File: src/core/srvsel_pkg.sv
// Constants for the servo input selector: register map, field layout,
// reset values and timing counts.
// Assumes a 32-bit APB bus with byte addresses and a 200 MHz pclk.
package srvsel_pkg;
   // Register byte offsets
   localparam logic [11:0] CTRL_OFS     = 12'h000; // Polarity, limit enable
   localparam logic [11:0] WEIGHT_OFS   = 12'h004; // Pulse scaling weight
   localparam logic [11:0] STATUS_OFS   = 12'h008; // Read-only state
   localparam logic [11:0] INT_STAT_OFS = 12'h00C; // Sticky events, W1C
   localparam logic [11:0] INT_MASK_OFS = 12'h010; // Event enables

   // Logical input bit positions
   localparam int B_ERR   = 0;  // Error clear request
   localparam int B_SERVO = 1;  // Servo-on request
   localparam int B_POSW0 = 2;  // Settling width select, low bit
   localparam int B_POSW1 = 3;  // Settling width select, high bit
   localparam int B_GAIN  = 4;  // Velocity bandwidth select
   localparam int B_FN    = 5;  // Position bandwidth select
   localparam int B_PLS   = 6;  // Pulse weight bypass
   localparam int B_POSITION_INTEGRAL_DISABLE  = 7;  // Position integral disable
   localparam int NIN     = 8;  // Number of contact inputs

   // CTRL fields
   localparam int CTRL_POL_LSB = 0;  // Polarity bits [7:0], 1 = negative
   localparam int CTRL_LIM_BIT = 8;  // External current limit enable

   // STATUS fields
   localparam int ST_SERVO_BIT = 8;  // Actual servo state
   localparam int ST_MULTI_BIT = 9;  // Multi-channel serial mode
   localparam int ST_ID_LSB    = 10; // Station id [13:10]
   localparam int ST_BAD_BIT   = 14; // Station id above nine
   localparam int ST_DONE_BIT  = 15; // Station id captured

   // Interrupt event bits
   localparam int EV_SERVO = 0;  // Servo state changed
   localparam int EV_CLEAR = 1;  // Error clear issued
   localparam int EV_SEL   = 2;  // Bandwidth or width selection changed
   localparam int NEV      = 3;

   // Reset values
   localparam logic [7:0]  POL_RST    = 8'h00;    // All positive
   localparam logic        LIM_RST    = 1'b0;     // Limit input disabled
   localparam logic [15:0] WEIGHT_RST = 16'h0001; // Plain default
   localparam logic [15:0] STEP_ONE   = 16'h0001; // Bypassed pulse weight
   localparam logic [7:0]  LIM_FULL   = 8'hFF;    // Full-scale limit
   localparam logic [3:0]  ID_MAX     = 4'h9;     // Highest ring station

   // Cycles after reset before the id switch sample is trusted
   localparam logic [1:0]  ID_WAIT    = 2'h3;
endpackage : srvsel_pkg

File: src/core/srvsel_sync.sv
// Two-flop synchroniser for a bundle of unrelated level inputs.
// Assumes each bit is a slow level; bits are not coherent as a word.
`timescale 1ns/10ps
module srvsel_sync #(
   parameter int W = 1
) (
   input  wire logic         pclk,
   input  wire logic         presetn,
   input  wire logic [W-1:0] async_in,
   output logic      [W-1:0] sync_out
);
   logic [W-1:0] meta_reg; // First stage, read only by second stage

   // Plain two-stage capture
   always_ff @(posedge pclk or negedge presetn) begin
      if (!presetn) begin
         meta_reg <= '0;
         sync_out <= '0;
      end else begin
         meta_reg <= async_in;
         sync_out <= meta_reg;
      end
   end
endmodule : srvsel_sync

File: src/core/srvsel_top.sv
// Servo input selector: contact inputs to parameter selections, servo
// gating, error clear requests, current limit gating, station id mode.
// Assumes contact pins, panel switch and id switch are asynchronous;
// drive_idle and the digitised limit value come from pclk logic.
//
// Summary of operation
// RULE_01: Bypass input makes each pulse weigh one.
// RULE_02: Position bandwidth set chosen by select input.
// RULE_03: Velocity bandwidth set chosen by select input.
// RULE_04: Two-bit code picks one of four widths.
// RULE_05: Integral disable input suspends position integral.
// RULE_06: Error clear request acted on only when idle.
// RULE_07: Controller should not hold error clear asserted.
// RULE_08: Servo on needs request and panel permission.
// RULE_09: External limit applied only when enabled.
// RULE_10: Point-to-point or ring of up to nine.
// RULE_11: Id switch zero at power-up: single channel.
// RULE_12: Ring drivers take ids one to nine.
// RULE_13: No link between id and ring position.
// RULE_14: Per-bit polarity maps contacts to logical inputs.
// RULE_15: Contacts synchronised before steering any selection.
//
// The address map and the APB interface to the registers were left to the implementer.
`timescale 1ns/10ps
module srvsel_top
   import srvsel_pkg::*;
(
   input  wire logic        pclk,
   input  wire logic        presetn,
   input  wire logic        psel,
   input  wire logic        penable,
   input  wire logic        pwrite,
   input  wire logic [11:0] paddr,
   input  wire logic [31:0] pwdata,
   output logic      [31:0] prdata,
   output logic             pready,
   output logic             pslverr,
   input  wire logic        err_clear_contact,
   input  wire logic        servo_on_contact,
   input  wire logic [1:0]  settling_width_contact,
   input  wire logic        velocity_bandwidth_contact,
   input  wire logic        position_bandwidth_contact,
   input  wire logic        pulse_weight_bypass_contact,
   input  wire logic        position_integral_contact,
   input  wire logic        panel_servo_disable_switch,
   input  wire logic [3:0]  station_id_switch,
   input  wire logic        drive_idle,
   input  wire logic [7:0]  external_current_limit_input,
   output logic             pulse_weight_bypass,
   output logic             position_bandwidth_select,
   output logic             velocity_bandwidth_select,
   output logic [1:0]       settling_width_select,
   output logic             position_integral_disable,
   output logic             servo_on,
   output logic             error_clear_pulse,
   output logic [15:0]      cmd_step,
   output logic [7:0]       current_limit,
   output logic             multi_channel,
   output logic [3:0]       station_id,
   output logic             station_id_valid,
   output logic             irq
);
   import srvsel_pkg::*;

   // Whole block state
   typedef struct packed {
      logic [7:0]     polarity;  // 1 = negative logic
      logic           lim_en;    // External limit enable
      logic [15:0]    weight;    // Scaling weight per pulse
      logic [NEV-1:0] int_stat;  // Sticky events
      logic [NEV-1:0] int_mask;  // Event enables
      logic [7:0]     logic_in;  // Logical inputs
      logic           panel_dis; // Synchronised panel switch
      logic           servo_on;  // Actual servo state
      logic           clr_done;  // Clear issued for this request
      logic           err_clr;   // One-cycle clear strobe
      logic [15:0]    step;      // Weight of one incoming pulse
      logic [7:0]     cur_lim;   // Applied current limit
      logic [1:0]     id_cnt;    // Settle counter for id sample
      logic           id_done;   // Id captured
      logic [3:0]     id;        // Captured station id
      logic           id_bad;    // Id above nine
   } srvsel_s;

   srvsel_s s_reg;   // Registered state
   srvsel_s s_next;  // Next state

   logic [NIN-1:0] contact_raw;  // Raw contacts in logical bit order
   logic [NIN-1:0] contact_sync; // Synchronised contacts
   logic           panel_sync;   // Synchronised panel switch
   logic [3:0]     id_sync;      // Synchronised id switch
   logic [NIN-1:0] logic_next;   // Contacts after polarity
   logic           acc;          // APB access phase
   logic           wr;           // APB write strobe
   logic           mapped;       // Address hits a register
   logic [NEV-1:0] ev;           // Events this cycle
   logic [31:0]    status_word;  // STATUS read value

   assign contact_raw = {position_integral_contact,
                         pulse_weight_bypass_contact,
                         position_bandwidth_contact,
                         velocity_bandwidth_contact,
                         settling_width_contact,
                         servo_on_contact,
                         err_clear_contact};

   // Contact, panel and id switch pins cross into pclk here first; bits may skew by a cycle
   srvsel_sync #(.W(NIN + 5)) u_sync (
      .pclk     (pclk),
      .presetn  (presetn),
      .async_in ({station_id_switch, panel_servo_disable_switch,
                  contact_raw}),
      .sync_out ({id_sync, panel_sync, contact_sync})
   ); // RULE_15

   // Bus decode; slave never waits
   assign acc     = psel & penable;
   assign wr      = acc & pwrite;
   assign pready  = 1'b1;
   assign mapped  = (paddr == CTRL_OFS) | (paddr == WEIGHT_OFS) |
                    (paddr == STATUS_OFS) | (paddr == INT_STAT_OFS) |
                    (paddr == INT_MASK_OFS);
   assign pslverr = acc & ~mapped;

   // Status word assembled from state flops
   always_comb begin
      status_word = '0;
      status_word[NIN-1:0]     = s_reg.logic_in;
      status_word[ST_SERVO_BIT] = s_reg.servo_on;
      status_word[ST_MULTI_BIT] = multi_channel;
      status_word[ST_ID_LSB+:4] = s_reg.id;
      status_word[ST_BAD_BIT]   = s_reg.id_bad;
      status_word[ST_DONE_BIT]  = s_reg.id_done;
   end

   // Read mux; unmapped reads return zero with an error
   always_comb begin
      prdata = '0;
      unique case (paddr)
         CTRL_OFS: begin
            prdata[CTRL_POL_LSB+:8] = s_reg.polarity;
            prdata[CTRL_LIM_BIT]    = s_reg.lim_en;
         end
         WEIGHT_OFS:   prdata[15:0]    = s_reg.weight;
         STATUS_OFS:   prdata          = status_word;
         INT_STAT_OFS: prdata[NEV-1:0] = s_reg.int_stat;
         INT_MASK_OFS: prdata[NEV-1:0] = s_reg.int_mask;
         default:      prdata          = '0;
      endcase
   end

   // Next-state logic for the whole block
   always_comb begin
      s_next = s_reg;
      // Polarity applied to synchronised contacts only
      logic_next = contact_sync ^ s_reg.polarity; // RULE_14 RULE_15
      s_next.logic_in  = logic_next;
      s_next.panel_dis = panel_sync;
      // Panel switch can veto but never force servo on
      s_next.servo_on = logic_next[B_SERVO] & ~panel_sync; // RULE_08
      // One strobe per request, and only while idle; a request held
      // through busy time fires once idle arrives
      s_next.err_clr = s_reg.logic_in[B_ERR] & drive_idle &
                       ~s_reg.clr_done; // RULE_06
      s_next.clr_done = s_reg.logic_in[B_ERR] &
                        (s_reg.clr_done | s_next.err_clr);
      // Bypass: each pulse counts as one, weight ignored
      s_next.step = logic_next[B_PLS] ? STEP_ONE
                                      : s_reg.weight; // RULE_01
      // Limit input passes only when enabled, else full scale
      s_next.cur_lim = s_reg.lim_en ? external_current_limit_input
                                    : LIM_FULL; // RULE_09
      // Id sampled once after reset, never again until next reset
      if (!s_reg.id_done) begin
         if (s_reg.id_cnt == ID_WAIT) begin
            s_next.id_done = 1'b1;
            s_next.id      = id_sync; // RULE_11 RULE_12
            s_next.id_bad  = id_sync > ID_MAX; // RULE_12
         end else begin
            s_next.id_cnt = s_reg.id_cnt + 2'h1;
         end
      end
      // Events
      ev = '0;
      ev[EV_SERVO] = s_next.servo_on ^ s_reg.servo_on;
      ev[EV_CLEAR] = s_next.err_clr;
      ev[EV_SEL]   = |(logic_next[B_FN:B_POSW0] ^
                       s_reg.logic_in[B_FN:B_POSW0]);
      // Register writes
      if (wr) begin
         unique case (paddr)
            CTRL_OFS: begin
               s_next.polarity = pwdata[CTRL_POL_LSB+:8];
               s_next.lim_en   = pwdata[CTRL_LIM_BIT];
            end
            WEIGHT_OFS:   s_next.weight   = pwdata[15:0];
            INT_STAT_OFS: s_next.int_stat = s_reg.int_stat &
                                            ~pwdata[NEV-1:0];
            INT_MASK_OFS: s_next.int_mask = pwdata[NEV-1:0];
            default: ;
         endcase
      end
      // Set wins over a clear in the same cycle
      s_next.int_stat = s_next.int_stat | ev;
   end

   // State register
   always_ff @(posedge pclk or negedge presetn) begin
      if (!presetn) begin
         s_reg          <= '0;
         s_reg.polarity <= POL_RST;
         s_reg.lim_en   <= LIM_RST; // RULE_09
         s_reg.weight   <= WEIGHT_RST;
         s_reg.step     <= WEIGHT_RST;
         s_reg.cur_lim  <= LIM_FULL;
      end else begin
         s_reg <= s_next;
      end
   end

   // Outputs from state flops; multi_channel, station_id_valid and irq through gates
   assign pulse_weight_bypass       = s_reg.logic_in[B_PLS]; // RULE_01
   assign position_bandwidth_select = s_reg.logic_in[B_FN]; // RULE_02
   assign velocity_bandwidth_select = s_reg.logic_in[B_GAIN]; // RULE_03
   assign settling_width_select     =
      s_reg.logic_in[B_POSW1:B_POSW0]; // RULE_04
   assign position_integral_disable = s_reg.logic_in[B_POSITION_INTEGRAL_DISABLE]; // RULE_05
   assign servo_on          = s_reg.servo_on;
   assign error_clear_pulse = s_reg.err_clr;
   assign cmd_step          = s_reg.step;
   assign current_limit     = s_reg.cur_lim;
   assign station_id        = s_reg.id;
   // Zero means point-to-point; any id means ring slave, whatever its
   // place in the ring
   assign multi_channel    =
      s_reg.id_done & (s_reg.id != 4'h0); // RULE_10 RULE_13
   assign station_id_valid = s_reg.id_done & ~s_reg.id_bad;
   assign irq              = |(s_reg.int_stat & s_reg.int_mask);
endmodule : srvsel_top

File: config.mk
export PLATFORM = sky130hd
export DESIGN_NAME = srvsel_top
export DESIGN_NICKNAME = d
export VERILOG_FILES = /design/src/core/srvsel_pkg.sv /design/src/core/srvsel_sync.sv /design/src/core/srvsel_top.sv
export SDC_FILE = /design/constraint.sdc
export NUM_CORES = 1
export LEC_CHECK = 0
export BUFFER_PORTS_ARGS = -buffer_cell sky130_fd_sc_hd__buf_2
export CAP_MARGIN = 20
export CORE_MARGIN = 8
export CORE_UTILIZATION = 25
export DETAILED_ROUTE_END_ITERATION = 10
export HOLD_SLACK_MARGIN = 0.03
export PLACE_DENSITY_LB_ADDON = 0.2
export SLEW_MARGIN = 15
export SYNTH_ARGS = -nofsm -noshare
export SYNTH_HDL_FRONTEND = slang
export SYNTH_SLANG_ARGS = --single-unit
File: constraint.sdc
create_clock -name pclk -period 5 [get_ports pclk]
set_input_delay 1.25 -clock pclk [delete_from_list [all_inputs] [get_ports pclk]]
set_output_delay 1.25 -clock pclk [all_outputs]
set_load 0.005 [all_outputs]
==> metrics.txt <==
die footprint 0.02129 mm2; all-layer global routing usage 0.09835; crit path cell chain buf_2, or4_1, or4_1, nor2_1, buf_2; worst path required time 3.75 ns; mean post-synth cell area 13.10 um2; Final Setup Violations 0; Mapped Area 0.004219 mm2; normalized max-slew margin 0.3469; clock network power share 0.460; Nets 473; ant diodes 0; CTS Buffer Depth 2; fraction of layout cells with a size suffix above 1 0.4458; peak supply drop 0.1617 mV; final worst path period need 4.463 ns; Synth area leader dfrtp_1; DIE WIDTH 145.9 um; Worst-Skew Late Latency 0.35 ns; slowest CP cell or4_1; slowest cell delay on critical path 0.82 ns; Initial Utilization 0.2553; status finished clean; pwr/cell area 339.0 mW/mm2; max_cap viols 0; dpl hpwl 7285 um; post-CTS setup buffer count 0; routed vias/inst 4.075; final WL 10170 um; Setup TNS Final 0 ns; Synth area leaders dfrtp_1 53%, buf_4 8.4%, dfstp_2 6.2%; RSZ-0062 raised after global routing no; drt pass-1 iters 4; most frequent cells in the layout 109 x buf_2, 90 x dfrtp_1, 23 x mux2_2; Fmax achieved 224.1 MHz; post-synth top area share 0.5338; post-CTS sizing 0; Die Ht 145.9 um; # IOs 144; P&R area growth vs syn 20.08%; CTS tree yes; average wire per standard cell 16.25 um; Sw Pwr 371.2 uW; clk root buf clkbuf_16; Final Max Tran Viols 0; most common cell after layout, fill and taps aside buf_2; Post-Synthesis Cells 322; Crit Path Category in2out; Initial DRC Count 91; Cell variety after synth 40; sequential area share after synthesis 0.5961; core area 0.01652 mm2; GPL Wtd Cong 0.7296; Synth Register Bits 100; Comb power frac 0.052; largest net degree at the start of global routing 68; # clock sinks 100; final hold viol count 0; global-route wire length before repair 16140 um; HP Class reg2reg; Worst Setup Start Kind input pin; Pint 1346 uW; total CTS buffers 9; crit end category primary output; Yosys warning total 0; total power 1717 uW; initial antenna violation count 0; port bufs 110; H-tree depth 3; Switching Share 0.2162; sequential share of power 0.488; max FFs per register 38; total gr overflow 0; Setup Skew 0.009403 ns; WP data arrival 3.21 ns; vias in the first global route 2761; Clock transition at path regs 0.06 ns; Vias 2551; Core Util, Final 0.3066; FP Rows 47; critical path fanouts, max 16; Leak Pwr 0.002471 uW; hold buffers post-CTS 0; Post-DRT Antenna Nets 0; Worst Tran Pin Value 0.9748 ns; period utilization 0.8925; DRC 0
==> cells in the mapped netlist (all sizes together) <==
| library cell | instances |
|---|---|
| or4 | 3 |
| nor2b | 5 |
| a222oi | 1 |
| nand4 | 3 |
| nand2 | 5 |
| xnor2 | 2 |
| nand2b | 9 |
| mux2i | 8 |
| ha | 1 |
| xor2 | 12 |
| nor2 | 22 |
| dfrtp | 90 |
| o21ai | 8 |
| nor4 | 4 |
| mux4 | 2 |
| nand3 | 2 |
| o211ai | 1 |
| mux2 | 33 |
| and3 | 1 |
| o41a | 1 |
| o21a | 1 |
| clkbuf | 11 |
| a21oi | 6 |
| nand3b | 1 |
| and2 | 15 |
| nor3 | 1 |
| or3b | 1 |
| a22o | 2 |
| buf | 48 |
| a22oi | 7 |
| inv | 4 |
| conb | 2 |
| dfstp | 10 |
==> worst paths after layout <==
kind	from	end	slack (ns)	depth (start not counted)
worst max-delay path	paddr[9]	prdata[3]	0.54	5
worst min register to register	u_sync.meta_reg[5]	u_sync.sync_out[5]	0.35	0
worst max register to register	s_reg[73]	cmd_step[3]	3.50	2
min in group asynchronous	presetn	u_sync.meta_reg[10]	1.01	1
max in group asynchronous	presetn	s_reg[50]	2.97	2
worst min-delay path	u_sync.meta_reg[5]	u_sync.sync_out[5]	0.35	0
==> critical path, delay by kind of cell <==
family | cells | cell delay, ns
simple gates | 3 | 1.72
buf+inv | 2 | 0.24
==> metal layers <==
metal | share of wire | up-vias | track usage
li1 | - | 1174 | -
met1 | 0.45 | 1269 | 0.1228
met2 | 0.46 | 99 | 0.1481
met3 | 0.077 | 9 | 0.04136
met4 | 0.015 | 0 | 0.03696
met5 | 0 | - | 0
==> per-stage QoR <==
step / cells / instance area (um2) / hold slack [ns] / setup slack, ns
global placement: 610 / 4721 / 0.3319 / 0.5222
global route: 626 / 5066 / 0.3542 / 0.4501
detailed placement: 610 / 4721 / 0.3347 / 0.5189
finish: 626 / 5066 / 0.3490 / 0.5375
CTS: 626 / 5066 / 0.3497 / 0.5099
floorplan: 337 / 4275 / 0.3312 / 0.9788
==> power by group through the flow <==
| stage | clock network, uW | logic [uW] | registers, uW |
|---|---|---|---|
| floorplan | 0 | 46.6 | 850 |
| finish | 791 | 88.7 | 838 |
| global placement | 0 | 90.0 | 853 |
| detailed placement | 0 | 91.4 | 853 |
| global route | 849 | 101 | 840 |
| CTS | 818 | 91.7 | 838 |
==> cell type report <==
type,count,area [um2]
Inverter,4,15.01
Clock buffer,12,266.5
Clock inverter,4,78.83
Timing Repair Buffer,112,568.0
Tap cell,220,275.3
Multi-Input combinational cell,174,1348
Fill cell,1696,11460
Sequential cell,100,2515
==> logic make-up after synthesis <==
| kind of cell | share of synthesized area |
|---|---|
| xor gates and xnor gates | 0.02906 |
| AOI/OAI and AO/OA | 0.04211 |
| DFF | 0.5961 |
| buffers and inverters | 0.09964 |
| and+or+nand+nor | 0.1017 |
| other | 0.001780 |
| muxes | 0.1266 |
| adders and majority gates | 0.002965 |
No activity file was read; power rests on OpenSTA's default activity.
